## config.mk

```make
export PLATFORM = sky130hd
export DESIGN_NAME = ccdo_core
export DESIGN_NICKNAME = d
export VERILOG_FILES = /design/src/logic/ccdo_pkg.sv /design/src/logic/ccdo_alu_if.sv /design/src/logic/ccdo_core.sv /design/src/logic/ccdo_alu.sv /design/src/logic/ccdo_opdec.sv
export SDC_FILE = /design/constraint.sdc
export NUM_CORES = 1
export LEC_CHECK = 0
export ABC_AREA = 1
export BUFFER_PORTS_ARGS = -buffer_cell sky130_fd_sc_hd__buf_2
export CAP_MARGIN = 20
export CORE_AREA = 2 2 78 80
export CTS_BUF_LIST = sky130_fd_sc_hd__clkbuf_8
export DETAILED_ROUTE_END_ITERATION = 7
export DIE_AREA = 0 0 80 82
export PLACE_DENSITY = 0.81
export SETUP_SLACK_MARGIN = 0.4
export SYNTH_ARGS = -nofsm -noshare
export SYNTH_HDL_FRONTEND = slang
export SYNTH_HIERARCHICAL = 1
export SYNTH_SLANG_ARGS = --single-unit
```

## constraint.sdc

```tcl
create_clock -name I_CLOCK -period 3.4 [get_ports I_CLOCK]
set_input_delay 1.02 -clock I_CLOCK [delete_from_list [all_inputs] [get_ports I_CLOCK]]
set_output_delay 1.02 -clock I_CLOCK [all_outputs]
set_load 0.005 [all_outputs]
```

## src/logic/ccdo_pkg.sv

```systemverilog
// constants and types shared by the clear/call/decrement execution slice
// assumes one instruction cycle per clock of the core instruction clock
package ccdo_pkg;
  localparam int CCDO_DATA_W = 8;
  localparam int CCDO_ADDR_W = 7;
  localparam int CCDO_PC_W = 13;
  localparam int CCDO_K_W = 11;
  localparam int CCDO_PAGE_LO = 3;
  localparam int CCDO_PAGE_HI = 4;
  localparam logic [7:0] CCDO_ZERO_BYTE = 8'h00;
  localparam logic [7:0] CCDO_ONE_BYTE = 8'h01;
  localparam logic [12:0] CCDO_PC_ONE = 13'h0001;
  localparam logic [12:0] CCDO_PC_RESET = 13'h0000;
  localparam logic [7:0] CCDO_W_RESET = 8'h00;
  localparam logic CCDO_DEST_ACC = 1'b0;
  localparam logic CCDO_DEST_REG = 1'b1;

  typedef enum logic [2:0] {
    CCDO_OP_NONE,
    CCDO_OP_WATCHDOG_CLEAR,
    CCDO_OP_CALL,
    CCDO_OP_INVERT,
    CCDO_OP_CLEAR_REG,
    CCDO_OP_DECREMENT,
    CCDO_OP_CLEAR_ACC,
    CCDO_OP_DEC_SKIP
  } ccdo_op_t;

  typedef enum logic [1:0] {
    CCDO_ST_EXEC,
    CCDO_ST_CALL_FILL,
    CCDO_ST_SKIP_NOP
  } ccdo_state_t;
endpackage

```

## src/logic/ccdo_alu_if.sv

```systemverilog
// operand and result bundle between the core sequencer and its data unit
// assumes the sequencer drives operands and the data unit answers combinationally
`timescale 1ns/1ps
interface ccdo_alu_if;
  import ccdo_pkg::*;
  ccdo_op_t op;
  logic [7:0] operand;
  logic [7:0] result;
  logic zero;
  logic writes;
  modport core (output op, output operand, input result, input zero, input writes);
  modport unit (input op, input operand, output result, output zero, output writes);
endinterface

```

## src/logic/ccdo_core.sv

```systemverilog
// execution slice for watchdog clear, call, invert, clears and decrements
// assumes the register file is read combinationally at I_REG_ADDR and a
// write strobe is taken on the next clock edge; one instruction cycle per clock, two for a call or a taken skip
`timescale 1ns/1ps
module ccdo_core
  import ccdo_pkg::*;
(
  input wire logic I_CLOCK,
  input wire logic I_RST,
  input wire logic I_VALID,
  input wire logic I_WATCHDOG_CLEAR_OP,
  input wire logic I_CALL_OP,
  input wire logic I_INVERT_REGISTER_OP,
  input wire logic I_CLEAR_REGISTER_OP,
  input wire logic I_DECREMENT_OP,
  input wire logic I_CLEAR_ACCUMULATOR_OP,
  input wire logic I_DECREMENT_SKIP_ZERO_OP,
  input wire logic I_DEST,
  input wire logic [6:0] I_REG_ADDR,
  input wire logic [10:0] I_CALL_TARGET,
  input wire logic [7:0] I_REG_RDATA,
  input wire logic [7:0] I_PROGRAM_PAGE_LATCH,
  input wire logic [12:0] I_PC,
  output logic O_READY,
  output logic O_DISCARD_NEXT,
  output logic O_REG_WE,
  output logic [6:0] O_REG_WADDR,
  output logic [7:0] O_REG_WDATA,
  output logic [7:0] O_ACCUMULATOR,
  output logic O_ZERO_FLAG_WE,
  output logic O_ZERO_FLAG,
  output logic O_WATCHDOG_CLEAR,
  output logic O_WATCHDOG_EXPIRY_FLAG_SET,
  output logic O_SLEEP_ENTERED_FLAG_SET,
  output logic O_STACK_PUSH,
  output logic [12:0] O_STACK_HEAD,
  output logic O_PC_LOAD,
  output logic [12:0] O_PC_NEXT
);
  ccdo_alu_if alu_bus ();
  ccdo_op_t op;
  ccdo_state_t state_q, state_d;
  logic go;
  logic ready_q, ready_d;
  logic discard_q, discard_d;
  logic reg_we_q, reg_we_d;
  logic [6:0] reg_waddr_q, reg_waddr_d;
  logic [7:0] reg_wdata_q, reg_wdata_d;
  logic [7:0] acc_q, acc_d;
  logic zwe_q, zwe_d;
  logic zflag_q, zflag_d;
  logic watchdog_clr_q, watchdog_clr_d;
  logic expiry_set_q, expiry_set_d;
  logic sleep_set_q, sleep_set_d;
  logic push_q, push_d;
  logic [12:0] head_q, head_d;
  logic pc_load_q, pc_load_d;
  logic [12:0] pc_next_q, pc_next_d;

  ccdo_opdec u_opdec (
    .i_strobes({I_DECREMENT_SKIP_ZERO_OP, I_CLEAR_ACCUMULATOR_OP, I_DECREMENT_OP,
      I_CLEAR_REGISTER_OP, I_INVERT_REGISTER_OP, I_CALL_OP, I_WATCHDOG_CLEAR_OP}),
    .o_op(op)
  );

  ccdo_alu u_alu (
    .alu(alu_bus.unit)
  );

  // requests are only taken in the execute state; a second-cycle fill ignores them
  assign go = I_VALID && (state_q == CCDO_ST_EXEC);
  assign alu_bus.op = go ? op : CCDO_OP_NONE;
  assign alu_bus.operand = I_REG_RDATA;

  always_comb begin
    state_d = CCDO_ST_EXEC;
    ready_d = 1'b1;
    discard_d = 1'b0;
    reg_we_d = 1'b0;
    reg_waddr_d = I_REG_ADDR;
    reg_wdata_d = alu_bus.result;
    acc_d = acc_q;
    zwe_d = 1'b0;
    zflag_d = zflag_q;
    watchdog_clr_d = 1'b0;
    expiry_set_d = 1'b0;
    sleep_set_d = 1'b0;
    push_d = 1'b0;
    head_d = head_q;
    pc_load_d = 1'b0;
    pc_next_d = pc_next_q;
    unique case (state_q)
      CCDO_ST_EXEC: begin
        if (go) begin
          unique case (op)
            CCDO_OP_WATCHDOG_CLEAR: begin
              watchdog_clr_d = 1'b1;
              expiry_set_d = 1'b1;
              sleep_set_d = 1'b1;
            end
            CCDO_OP_CALL: begin
              push_d = 1'b1;
              head_d = I_PC + CCDO_PC_ONE;
              pc_load_d = 1'b1;
              pc_next_d = {I_PROGRAM_PAGE_LATCH[CCDO_PAGE_HI:CCDO_PAGE_LO],
                I_CALL_TARGET};
              state_d = CCDO_ST_CALL_FILL;
              ready_d = 1'b0;
            end
            CCDO_OP_CLEAR_ACC: begin
              acc_d = alu_bus.result;
              zwe_d = 1'b1;
              zflag_d = alu_bus.zero;
            end
            CCDO_OP_CLEAR_REG: begin
              reg_we_d = 1'b1;
              zwe_d = 1'b1;
              zflag_d = alu_bus.zero;
            end
            CCDO_OP_INVERT, CCDO_OP_DECREMENT, CCDO_OP_DEC_SKIP: begin
              if (I_DEST == CCDO_DEST_REG) begin
                reg_we_d = 1'b1;
              end else begin
                acc_d = alu_bus.result;
              end
              if (op != CCDO_OP_DEC_SKIP) begin
                zwe_d = 1'b1;
                zflag_d = alu_bus.zero;
              end else if (alu_bus.zero) begin
                discard_d = 1'b1;
                state_d = CCDO_ST_SKIP_NOP;
                ready_d = 1'b0;
              end
            end
            default: begin
              state_d = CCDO_ST_EXEC;
            end
          endcase
        end
      end
      // second cycles carry no effects: flags and registers stay as they are
      CCDO_ST_CALL_FILL: begin
        state_d = CCDO_ST_EXEC;
      end
      CCDO_ST_SKIP_NOP: begin
        state_d = CCDO_ST_EXEC;
      end
      default: begin
        state_d = CCDO_ST_EXEC;
      end
    endcase
  end

  always_ff @(posedge I_CLOCK) begin
    if (I_RST) begin
      state_q <= CCDO_ST_EXEC;
      ready_q <= 1'b1;
      discard_q <= 1'b0;
      reg_we_q <= 1'b0;
      reg_waddr_q <= '0;
      reg_wdata_q <= CCDO_ZERO_BYTE;
      acc_q <= CCDO_W_RESET;
      zwe_q <= 1'b0;
      zflag_q <= 1'b0;
      watchdog_clr_q <= 1'b0;
      expiry_set_q <= 1'b0;
      sleep_set_q <= 1'b0;
      push_q <= 1'b0;
      head_q <= CCDO_PC_RESET;
      pc_load_q <= 1'b0;
      pc_next_q <= CCDO_PC_RESET;
    end else begin
      state_q <= state_d;
      ready_q <= ready_d;
      discard_q <= discard_d;
      reg_we_q <= reg_we_d;
      reg_waddr_q <= reg_waddr_d;
      reg_wdata_q <= reg_wdata_d;
      acc_q <= acc_d;
      zwe_q <= zwe_d;
      zflag_q <= zflag_d;
      watchdog_clr_q <= watchdog_clr_d;
      expiry_set_q <= expiry_set_d;
      sleep_set_q <= sleep_set_d;
      push_q <= push_d;
      head_q <= head_d;
      pc_load_q <= pc_load_d;
      pc_next_q <= pc_next_d;
    end
  end

  assign O_READY = ready_q;
  assign O_DISCARD_NEXT = discard_q;
  assign O_REG_WE = reg_we_q;
  assign O_REG_WADDR = reg_waddr_q;
  assign O_REG_WDATA = reg_wdata_q;
  assign O_ACCUMULATOR = acc_q;
  assign O_ZERO_FLAG_WE = zwe_q;
  assign O_ZERO_FLAG = zflag_q;
  assign O_WATCHDOG_CLEAR = watchdog_clr_q;
  assign O_WATCHDOG_EXPIRY_FLAG_SET = expiry_set_q;
  assign O_SLEEP_ENTERED_FLAG_SET = sleep_set_q;
  assign O_STACK_PUSH = push_q;
  assign O_STACK_HEAD = head_q;
  assign O_PC_LOAD = pc_load_q;
  assign O_PC_NEXT = pc_next_q;
endmodule

```

## src/logic/ccdo_alu.sv

```systemverilog
// data unit: result byte and zero test for the register-operand operations
// assumes operands are stable for the whole cycle
`timescale 1ns/1ps
module ccdo_alu
  import ccdo_pkg::*;
(
  ccdo_alu_if.unit alu
);
  always_comb begin
    alu.result = CCDO_ZERO_BYTE;
    alu.writes = 1'b0;
    unique case (alu.op)
      CCDO_OP_INVERT: begin
        alu.result = ~alu.operand;
        alu.writes = 1'b1;
      end
      CCDO_OP_DECREMENT, CCDO_OP_DEC_SKIP: begin
        alu.result = alu.operand - CCDO_ONE_BYTE;
        alu.writes = 1'b1;
      end
      CCDO_OP_CLEAR_REG, CCDO_OP_CLEAR_ACC: begin
        alu.result = CCDO_ZERO_BYTE;
        alu.writes = 1'b1;
      end
      default: begin
        alu.result = CCDO_ZERO_BYTE;
        alu.writes = 1'b0;
      end
    endcase
    alu.zero = (alu.result == CCDO_ZERO_BYTE);
  end
endmodule

```

## src/logic/ccdo_opdec.sv

```systemverilog
// operation decoder: turns one-hot request strobes into an operation code
// assumes at most one strobe is raised per instruction cycle
`timescale 1ns/1ps
module ccdo_opdec
  import ccdo_pkg::*;
(
  input wire logic [6:0] i_strobes,
  output ccdo_op_t o_op
);
  always_comb begin
    o_op = CCDO_OP_NONE;
    // lowest strobe wins if software ever raises two at once
    if (i_strobes[6]) o_op = CCDO_OP_DEC_SKIP;
    if (i_strobes[5]) o_op = CCDO_OP_CLEAR_ACC;
    if (i_strobes[4]) o_op = CCDO_OP_DECREMENT;
    if (i_strobes[3]) o_op = CCDO_OP_CLEAR_REG;
    if (i_strobes[2]) o_op = CCDO_OP_INVERT;
    if (i_strobes[1]) o_op = CCDO_OP_CALL;
    if (i_strobes[0]) o_op = CCDO_OP_WATCHDOG_CLEAR;
  end
endmodule

```

# [Word level (Yosys, flattened, before mapping)]
# Cells that the tools add are included.
[totals] regBits=58 in_bits=58 out_inout_bits=59 elab_cells=71
[op_classes] n_addsub=2 n_eq_ne=13 mux=26 bitwise=4 reduce_logical=13
[ops] cell="one-hot mux 8 bit (2 select lines)" n=2
[ops] cell="2-to-1 mux 3 bit" n=8
[ops] cell="equality test 3 bit (second input constant)" n=6
[ops] cell="adder 13 x 1 -> 13 bit (second input constant)" n=1
[ops] cell="equality test 3 x 2 -> 1 bit (second input constant)" n=3
[ops] cell="zero test 8 bit" n=1
[ops] cell="2-to-1 mux 1 bit" n=8
[ops] cell="2-to-1 mux 8 bit" n=1
[ops] cell="inverter 8 bit" n=1
[ops] cell="one-hot mux 1 bit (2 select lines)" n=4
[ops] cell="AND reduction 4 bit" n=2
[ops] cell="subtractor 8 x 1 -> 8 bit (second input constant)" n=1
[ops] cell="OR reduction 3 bit" n=2
[ops] cell="OR reduction 5 bit" n=1
[ops] cell="2-to-1 mux 2 bit" n=2
[ops] cell="!= test 2 bit (second input constant)" n=2
[ops] cell="one-hot mux 2 bit (2 select lines)" n=1
[ops] cell="nonzero test 2 bit" n=2
[ops] cell="OR reduction 2 bit" n=2
[ops] cell="equality test 3 x 1 -> 1 bit (second input constant)" n=1
[ops] cell="!= test 3 bit (second input constant)" n=1
[ops] cell="inverter 1 bit" n=3
[ops] cell="AND reduction 3 bit" n=1
[ops] cell="zero test 2 bit" n=1
[ops] cell="logical AND 1 bit" n=1

# [Depth between registers and ports, before layout]
[depth] ltp_word=15 depth_mapped=19 mapped_depth_nobuf=19

# [Cells and area by module]
# Netlist, hierarchy kept.
[by_module_without_submodules] module="ccdo_core" instances=1 cells_each=321 area_per_inst_um2=2353.5 seq_area_each_um2=1161.1
[by_module_without_submodules] module="ccdo_alu" instances=1 cells_each=73 area_per_inst_um2=354.1 seq_area_each_um2=0.0
[by_module_without_submodules] module="ccdo_opdec" instances=1 cells_each=18 area_per_inst_um2=82.6 seq_area_each_um2=0.0

# [Worst setup path before layout]
# No wires, ideal clock.
[synth_timing] path_type="input-to-reg" start="in I_WATCHDOG_CLEAR_OP" end="reg ready_q, in the netlist O_READY" setup_time_ps=120 t_arrival_ps=2641 setup_slack_ps=639 stages=16 n_path_buf=0 cell_sequence="nor2_2 > nand2_1 > a21oi_1 > inv_2 > nor2_1 > nor2_4 > nand2_1 > nand3_2 > nor2_2 > nand2_1 > nor2_1 > nand2_1 > nor2_2 > inv_1 > nor3_1 > nor2_1"
[synth_between] elab_chain_cells=9 elab_cells_between_ends=17
[synth_rtl] element="from (decl)" line_no="ccdo_core.sv:11" text="input wire logic I_WATCHDOG_CLEAR_OP,"
[synth_rtl] element="2-to-1 mux 3 bit (*)" line_no="ccdo_opdec.sv:19" text="if (i_strobes[0]) o_op = CCDO_OP_WATCHDOG_CLEAR;"
[synth_rtl] element="net op[2]" line_no="ccdo_core.sv:41" text="ccdo_op_t op;"
[synth_rtl] element="2-to-1 mux 3 bit (*)" line_no="ccdo_core.sv:72" text="assign alu_bus.op = go ? op : CCDO_OP_NONE;"
[synth_rtl] element="net alu_bus.op[2]" line_no="ccdo_alu_if.sv:6" text="ccdo_op_t op;"
[synth_rtl] element="equality test 3 bit"
[synth_rtl] element="OR reduction 2 bit"
[synth_rtl] element="one-hot mux 8 bit (2 select lines) (*)" line_no="ccdo_alu.sv:12" text="unique case (alu.op)"
[synth_rtl] element="zero test 8 bit (*)" line_no="ccdo_alu.sv:30" text="alu.zero = (alu.result == CCDO_ZERO_BYTE);"
[synth_rtl] element="net alu_bus.zero" line_no="ccdo_alu_if.sv:9" text="logic zero;"
[synth_rtl] element="2-to-1 mux 1 bit (*)" line_no="ccdo_core.sv:129" text="end else if (alu_bus.zero) begin"
[synth_rtl] element="2-to-1 mux 1 bit (*)" line_no="ccdo_core.sv:126" text="if (op != CCDO_OP_DEC_SKIP) begin"
[synth_rtl] element="one-hot mux 1 bit (2 select lines) (*)" line_no="ccdo_core.sv:95" text="unique case (op)"
[synth_rtl] element="to (signal assigned)" line_no="ccdo_core.sv:174" text="ready_q <= ready_d;"
[synth_rtl] element="to (decl)" line_no="ccdo_core.sv:44" text="logic ready_q, ready_d;"
# The timed path passes the listed nets; every way through them passes the cells marked *.
# A chain may end at the register's enable or synchronous reset.

# [Worst setup path in the final report]
# Ends and elaborated chain as after synthesis.

==> impl_metrics.xml <==
<?xml version="1.0" encoding="UTF-8"?>
<metrics>
  <group name="worst_setup_path">
    <metric name="critical_path_class" unit="">primary input to flop</metric>
    <metric name="cp_slowest_cell" unit="">nor2_1</metric>
    <metric name="critical_path.startpoint_type" unit="">primary input</metric>
    <metric name="arrival" unit="ns">2.91</metric>
    <metric name="cp-end-kind" unit="">flop</metric>
    <metric name="most_prevalent_standard_cell_on_the_critical_path" unit="">nand2_1</metric>
    <metric name="r2r_cells" unit="">14</metric>
    <metric name="crit_chain" unit="">buf_2 &gt; nor2_2 &gt; nand2_1 &gt; a21oi_2 &gt; inv_2 &gt; nor2_1 &gt; nor2_4 &gt; nand2_1 &gt; nand3_2 &gt; nor2_2 &gt; nand2_1 &gt; nor2_1 &gt; nand2_1 &gt; nor2_2 &gt; inv_1 &gt; nor3_1 &gt; nor2_1</metric>
    <metric name="cp_max_fo" unit="">7</metric>
    <metric name="worst_path_largest_cell_delay" unit="ns">0.26</metric>
    <metric name="crit_required" unit="ns">3.62</metric>
  </group>
  <group name="floorplan">
    <metric name="initial_core_util" unit="%">48.4</metric>
    <metric name="dieArea" unit="mm2">0.00656</metric>
    <metric name="io_pins" unit="">117</metric>
    <metric name="die_h" unit="um">82</metric>
    <metric name="chipWidth" unit="um">80</metric>
    <metric name="core_area" unit="mm2">0.00575</metric>
    <metric name="std_cell_rows" unit="">28</metric>
  </group>
  <group name="power_and_ir_drop">
    <metric name="p_sw" unit="uW">392</metric>
    <metric name="seqPwrFrac" unit="%">45.8</metric>
    <metric name="p_int" unit="mW">1.18</metric>
    <metric name="power_frac_comb" unit="%">13.1</metric>
    <metric name="switching_share" unit="%">24.9</metric>
    <metric name="irDropWorstVdd" unit="uV">293</metric>
    <metric name="pleak" unit="nW">2.01</metric>
    <metric name="power.share.clock" unit="%">41.1</metric>
    <metric name="power.density_cell_area" unit="mW/mm2">446</metric>
  </group>
  <group name="final_layout">
    <metric name="area_overhead_vs_synth" unit="%">26.8</metric>
    <metric name="nets" unit="">578</metric>
    <metric name="filler_cell_count" unit="">531</metric>
    <metric name="layout-drive-gt1-share" unit="%">31.6</metric>
    <metric name="antenna_cells_inserted" unit="">0</metric>
    <metric name="post-route-util" unit="%">61.4</metric>
  </group>
  <group name="clock_tree">
    <metric name="clock_path_buffers" unit="">2</metric>
    <metric name="cts-buffers-inserted" unit="">9</metric>
    <metric name="insertion_delay" unit="ns">0.33</metric>
    <metric name="ctsHtreeMaxLevel" unit="">3</metric>
    <metric name="clock-sinks" unit="">58</metric>
    <metric name="clock_tree_from_tritoncts" unit="">yes</metric>
    <metric name="cts_repair_resize_count" unit="">0</metric>
    <metric name="clk_root_buffer_cell" unit="">clkbuf_8</metric>
    <metric name="post-cts-setup-buffers" unit="">0</metric>
    <metric name="hold_buffers" unit="">0</metric>
    <metric name="cts.clk_slew.worst_paths" unit="ns">0.06</metric>
  </group>
  <group name="route">
    <metric name="remaining_drc_errors" unit="">0</metric>
    <metric name="final_wirelength" unit="um">6330</metric>
    <metric name="post_drt_wl_per_cell" unit="um">10.6</metric>
    <metric name="first_pass_iters" unit="">4</metric>
    <metric name="detailedRoute.firstIterationViolations" unit="">106</metric>
    <metric name="vias" unit="">2816</metric>
    <metric name="final_antenna_net_count" unit="">0</metric>
    <metric name="routed_via_density" unit="">4.72</metric>
  </group>
  <group name="global_routing">
    <metric name="antenna_found_initial" unit="">0</metric>
    <metric name="via_count_of_the_first_global_routing_pass" unit="">2507</metric>
    <metric name="residual_overflow_from_global_routing" unit="">0</metric>
    <metric name="grt_max_degree" unit="">39</metric>
    <metric name="grt_util_all_layers" unit="%">19.9</metric>
    <metric name="wire_length_of_the_first_global_routing_pass" unit="um">10200</metric>
  </group>
  <group name="min_path">
    <metric name="hold_depth" unit="">2</metric>
    <metric name="min_path_type" unit="">flop to flop</metric>
  </group>
  <group name="synthesis">
    <metric name="synthesis.area" unit="mm2">0.00278</metric>
    <metric name="synth.avg_cell_area" unit="um2">6.79</metric>
    <metric name="synth.net_count" unit="">470</metric>
    <metric name="ys_warn_count" unit="">6</metric>
    <metric name="cells_after_synth" unit="">410</metric>
  </group>
  <group name="job">
    <metric name="maxCapViolCount" unit="">0</metric>
  </group>
  <group name="status">
    <metric name="status" unit="">completed</metric>
  </group>
  <group name="place">
    <metric name="finalWeightedCongestion" unit="">0.880</metric>
    <metric name="port-buffer-count" unit="">110</metric>
    <metric name="estimated_wirelength_of_the_detail_placed_design" unit="um">4600</metric>
  </group>
  <group name="timing">
    <metric name="final_period_minus_worst_setup_slack" unit="ns">2.70</metric>
    <metric name="fmax" unit="GHz">0.371</metric>
    <metric name="timing.final.crit_share" unit="%">79.3</metric>
    <metric name="setup_viol_count_final" unit="">0</metric>
    <metric name="worstMarginPinSlew" unit="ns">0.806</metric>
    <metric name="final-hold-violation-count" unit="">0</metric>
    <metric name="skew" unit="ns">0.00874</metric>
    <metric name="setup_repair_after_global_routing_missed_its_margin" unit="">no</metric>
    <metric name="drv_slew" unit="">0</metric>
    <metric name="max-slew-margin-rel" unit="%">46.2</metric>
    <metric name="setup_tns" unit="ns">0</metric>
  </group>
</metrics>
==> flip-flops by register name (all words and copies together), names as in the netlist <==
register,count
O_PC_NEXT,13
O_STACK_HEAD,13
O_ACCUMULATOR,8
O_REG_WDATA,8
O_REG_WADDR,7
state_q,2
O_DISCARD_NEXT,1
O_PC_LOAD,1
O_READY,1
O_REG_WE,1
O_SLEEP_ENTERED_FLAG_SET,1
O_ZERO_FLAG,1
O_ZERO_FLAG_WE,1
==> through the flow <==
stage	worst slack, ns	power [mW]	cell area [um2]	hold WS, ns	instances
after floorplan	0.675	0.862	2780	0.484	410
after global placement	0.339	0.934	3320	0.476	582
after detailed placement	0.295	0.942	3320	0.488	582
after CTS	0.640	1.59	3520	0.502	597
after global routing	0.421	1.65	3530	0.546	597
final	0.705	1.58	3530	0.498	597
==> critical path, delay by kind of cell <==
kind | cells | cell delay, ns
AOI/OAI and AO/OA | 1 | 0.19
buffers and inverters | 3 | 0.28
and+or+nand+nor | 13 | 1.43
==> final cells by class <==
| cell class | instances | area (um2) | area share, % |
|---|---|---|---|
| multi-input combinational | 272 | 1260 | 35.8 |
| sequential | 58 | 1160 | 32.9 |
| timing repair buffer | 111 | 558 | 15.8 |
| inverter | 66 | 250 | 7.09 |
| clock buffer | 12 | 165 | 4.68 |
| tap | 75 | 93.8 | 2.66 |
| clock inverter | 3 | 38.8 | 1.10 |
==> cells in the final DEF, fill, tap and decap left out, drive strengths merged <==
cell,count
nand2,88
nand3b,4
nor3,3
xnor2,2
buf,111
and2,1
nor2,107
clkbuf,12
nand4,4
nand3,22
a21oi,12
ha,2
dfxtp,58
o21ai,26
bufinv,1
clkinv,2
xor2,1
inv,66
==> final timing paths <==
kind,start,endpoint,slack [ns]
setup reg to reg,state_q[1],O_READY,1.50
hold reg to reg,O_PC_NEXT[9],O_PC_NEXT[9],0.50
hold / removal,O_PC_NEXT[9],O_PC_NEXT[9],0.50
setup / recovery,I_WATCHDOG_CLEAR_OP,O_READY,0.70
==> routing by layer <==
layer | vias to the layer above | GRT usage [%] | part of all wire (%)
li1 | 1454 | - | -
met1 | 1248 | 21.7 | 42
met2 | 105 | 36.7 | 49
met3 | 9 | 5.60 | 7.5
met4 | 0 | 7.12 | 1.3
met5 | - | 0 | 0
==> power groups by stage <==
| stage | combinational, mW | sequential (mW) | clock [mW] |
|---|---|---|---|
| after floorplan | 0.122 | 0.739 | 0 |
| after global placement | 0.199 | 0.735 | 0 |
| after detailed placement | 0.205 | 0.736 | 0 |
| after CTS | 0.207 | 0.722 | 0.662 |
| after global routing | 0.237 | 0.724 | 0.689 |
| final | 0.207 | 0.722 | 0.647 |
(Power assumes the default switching activity.)
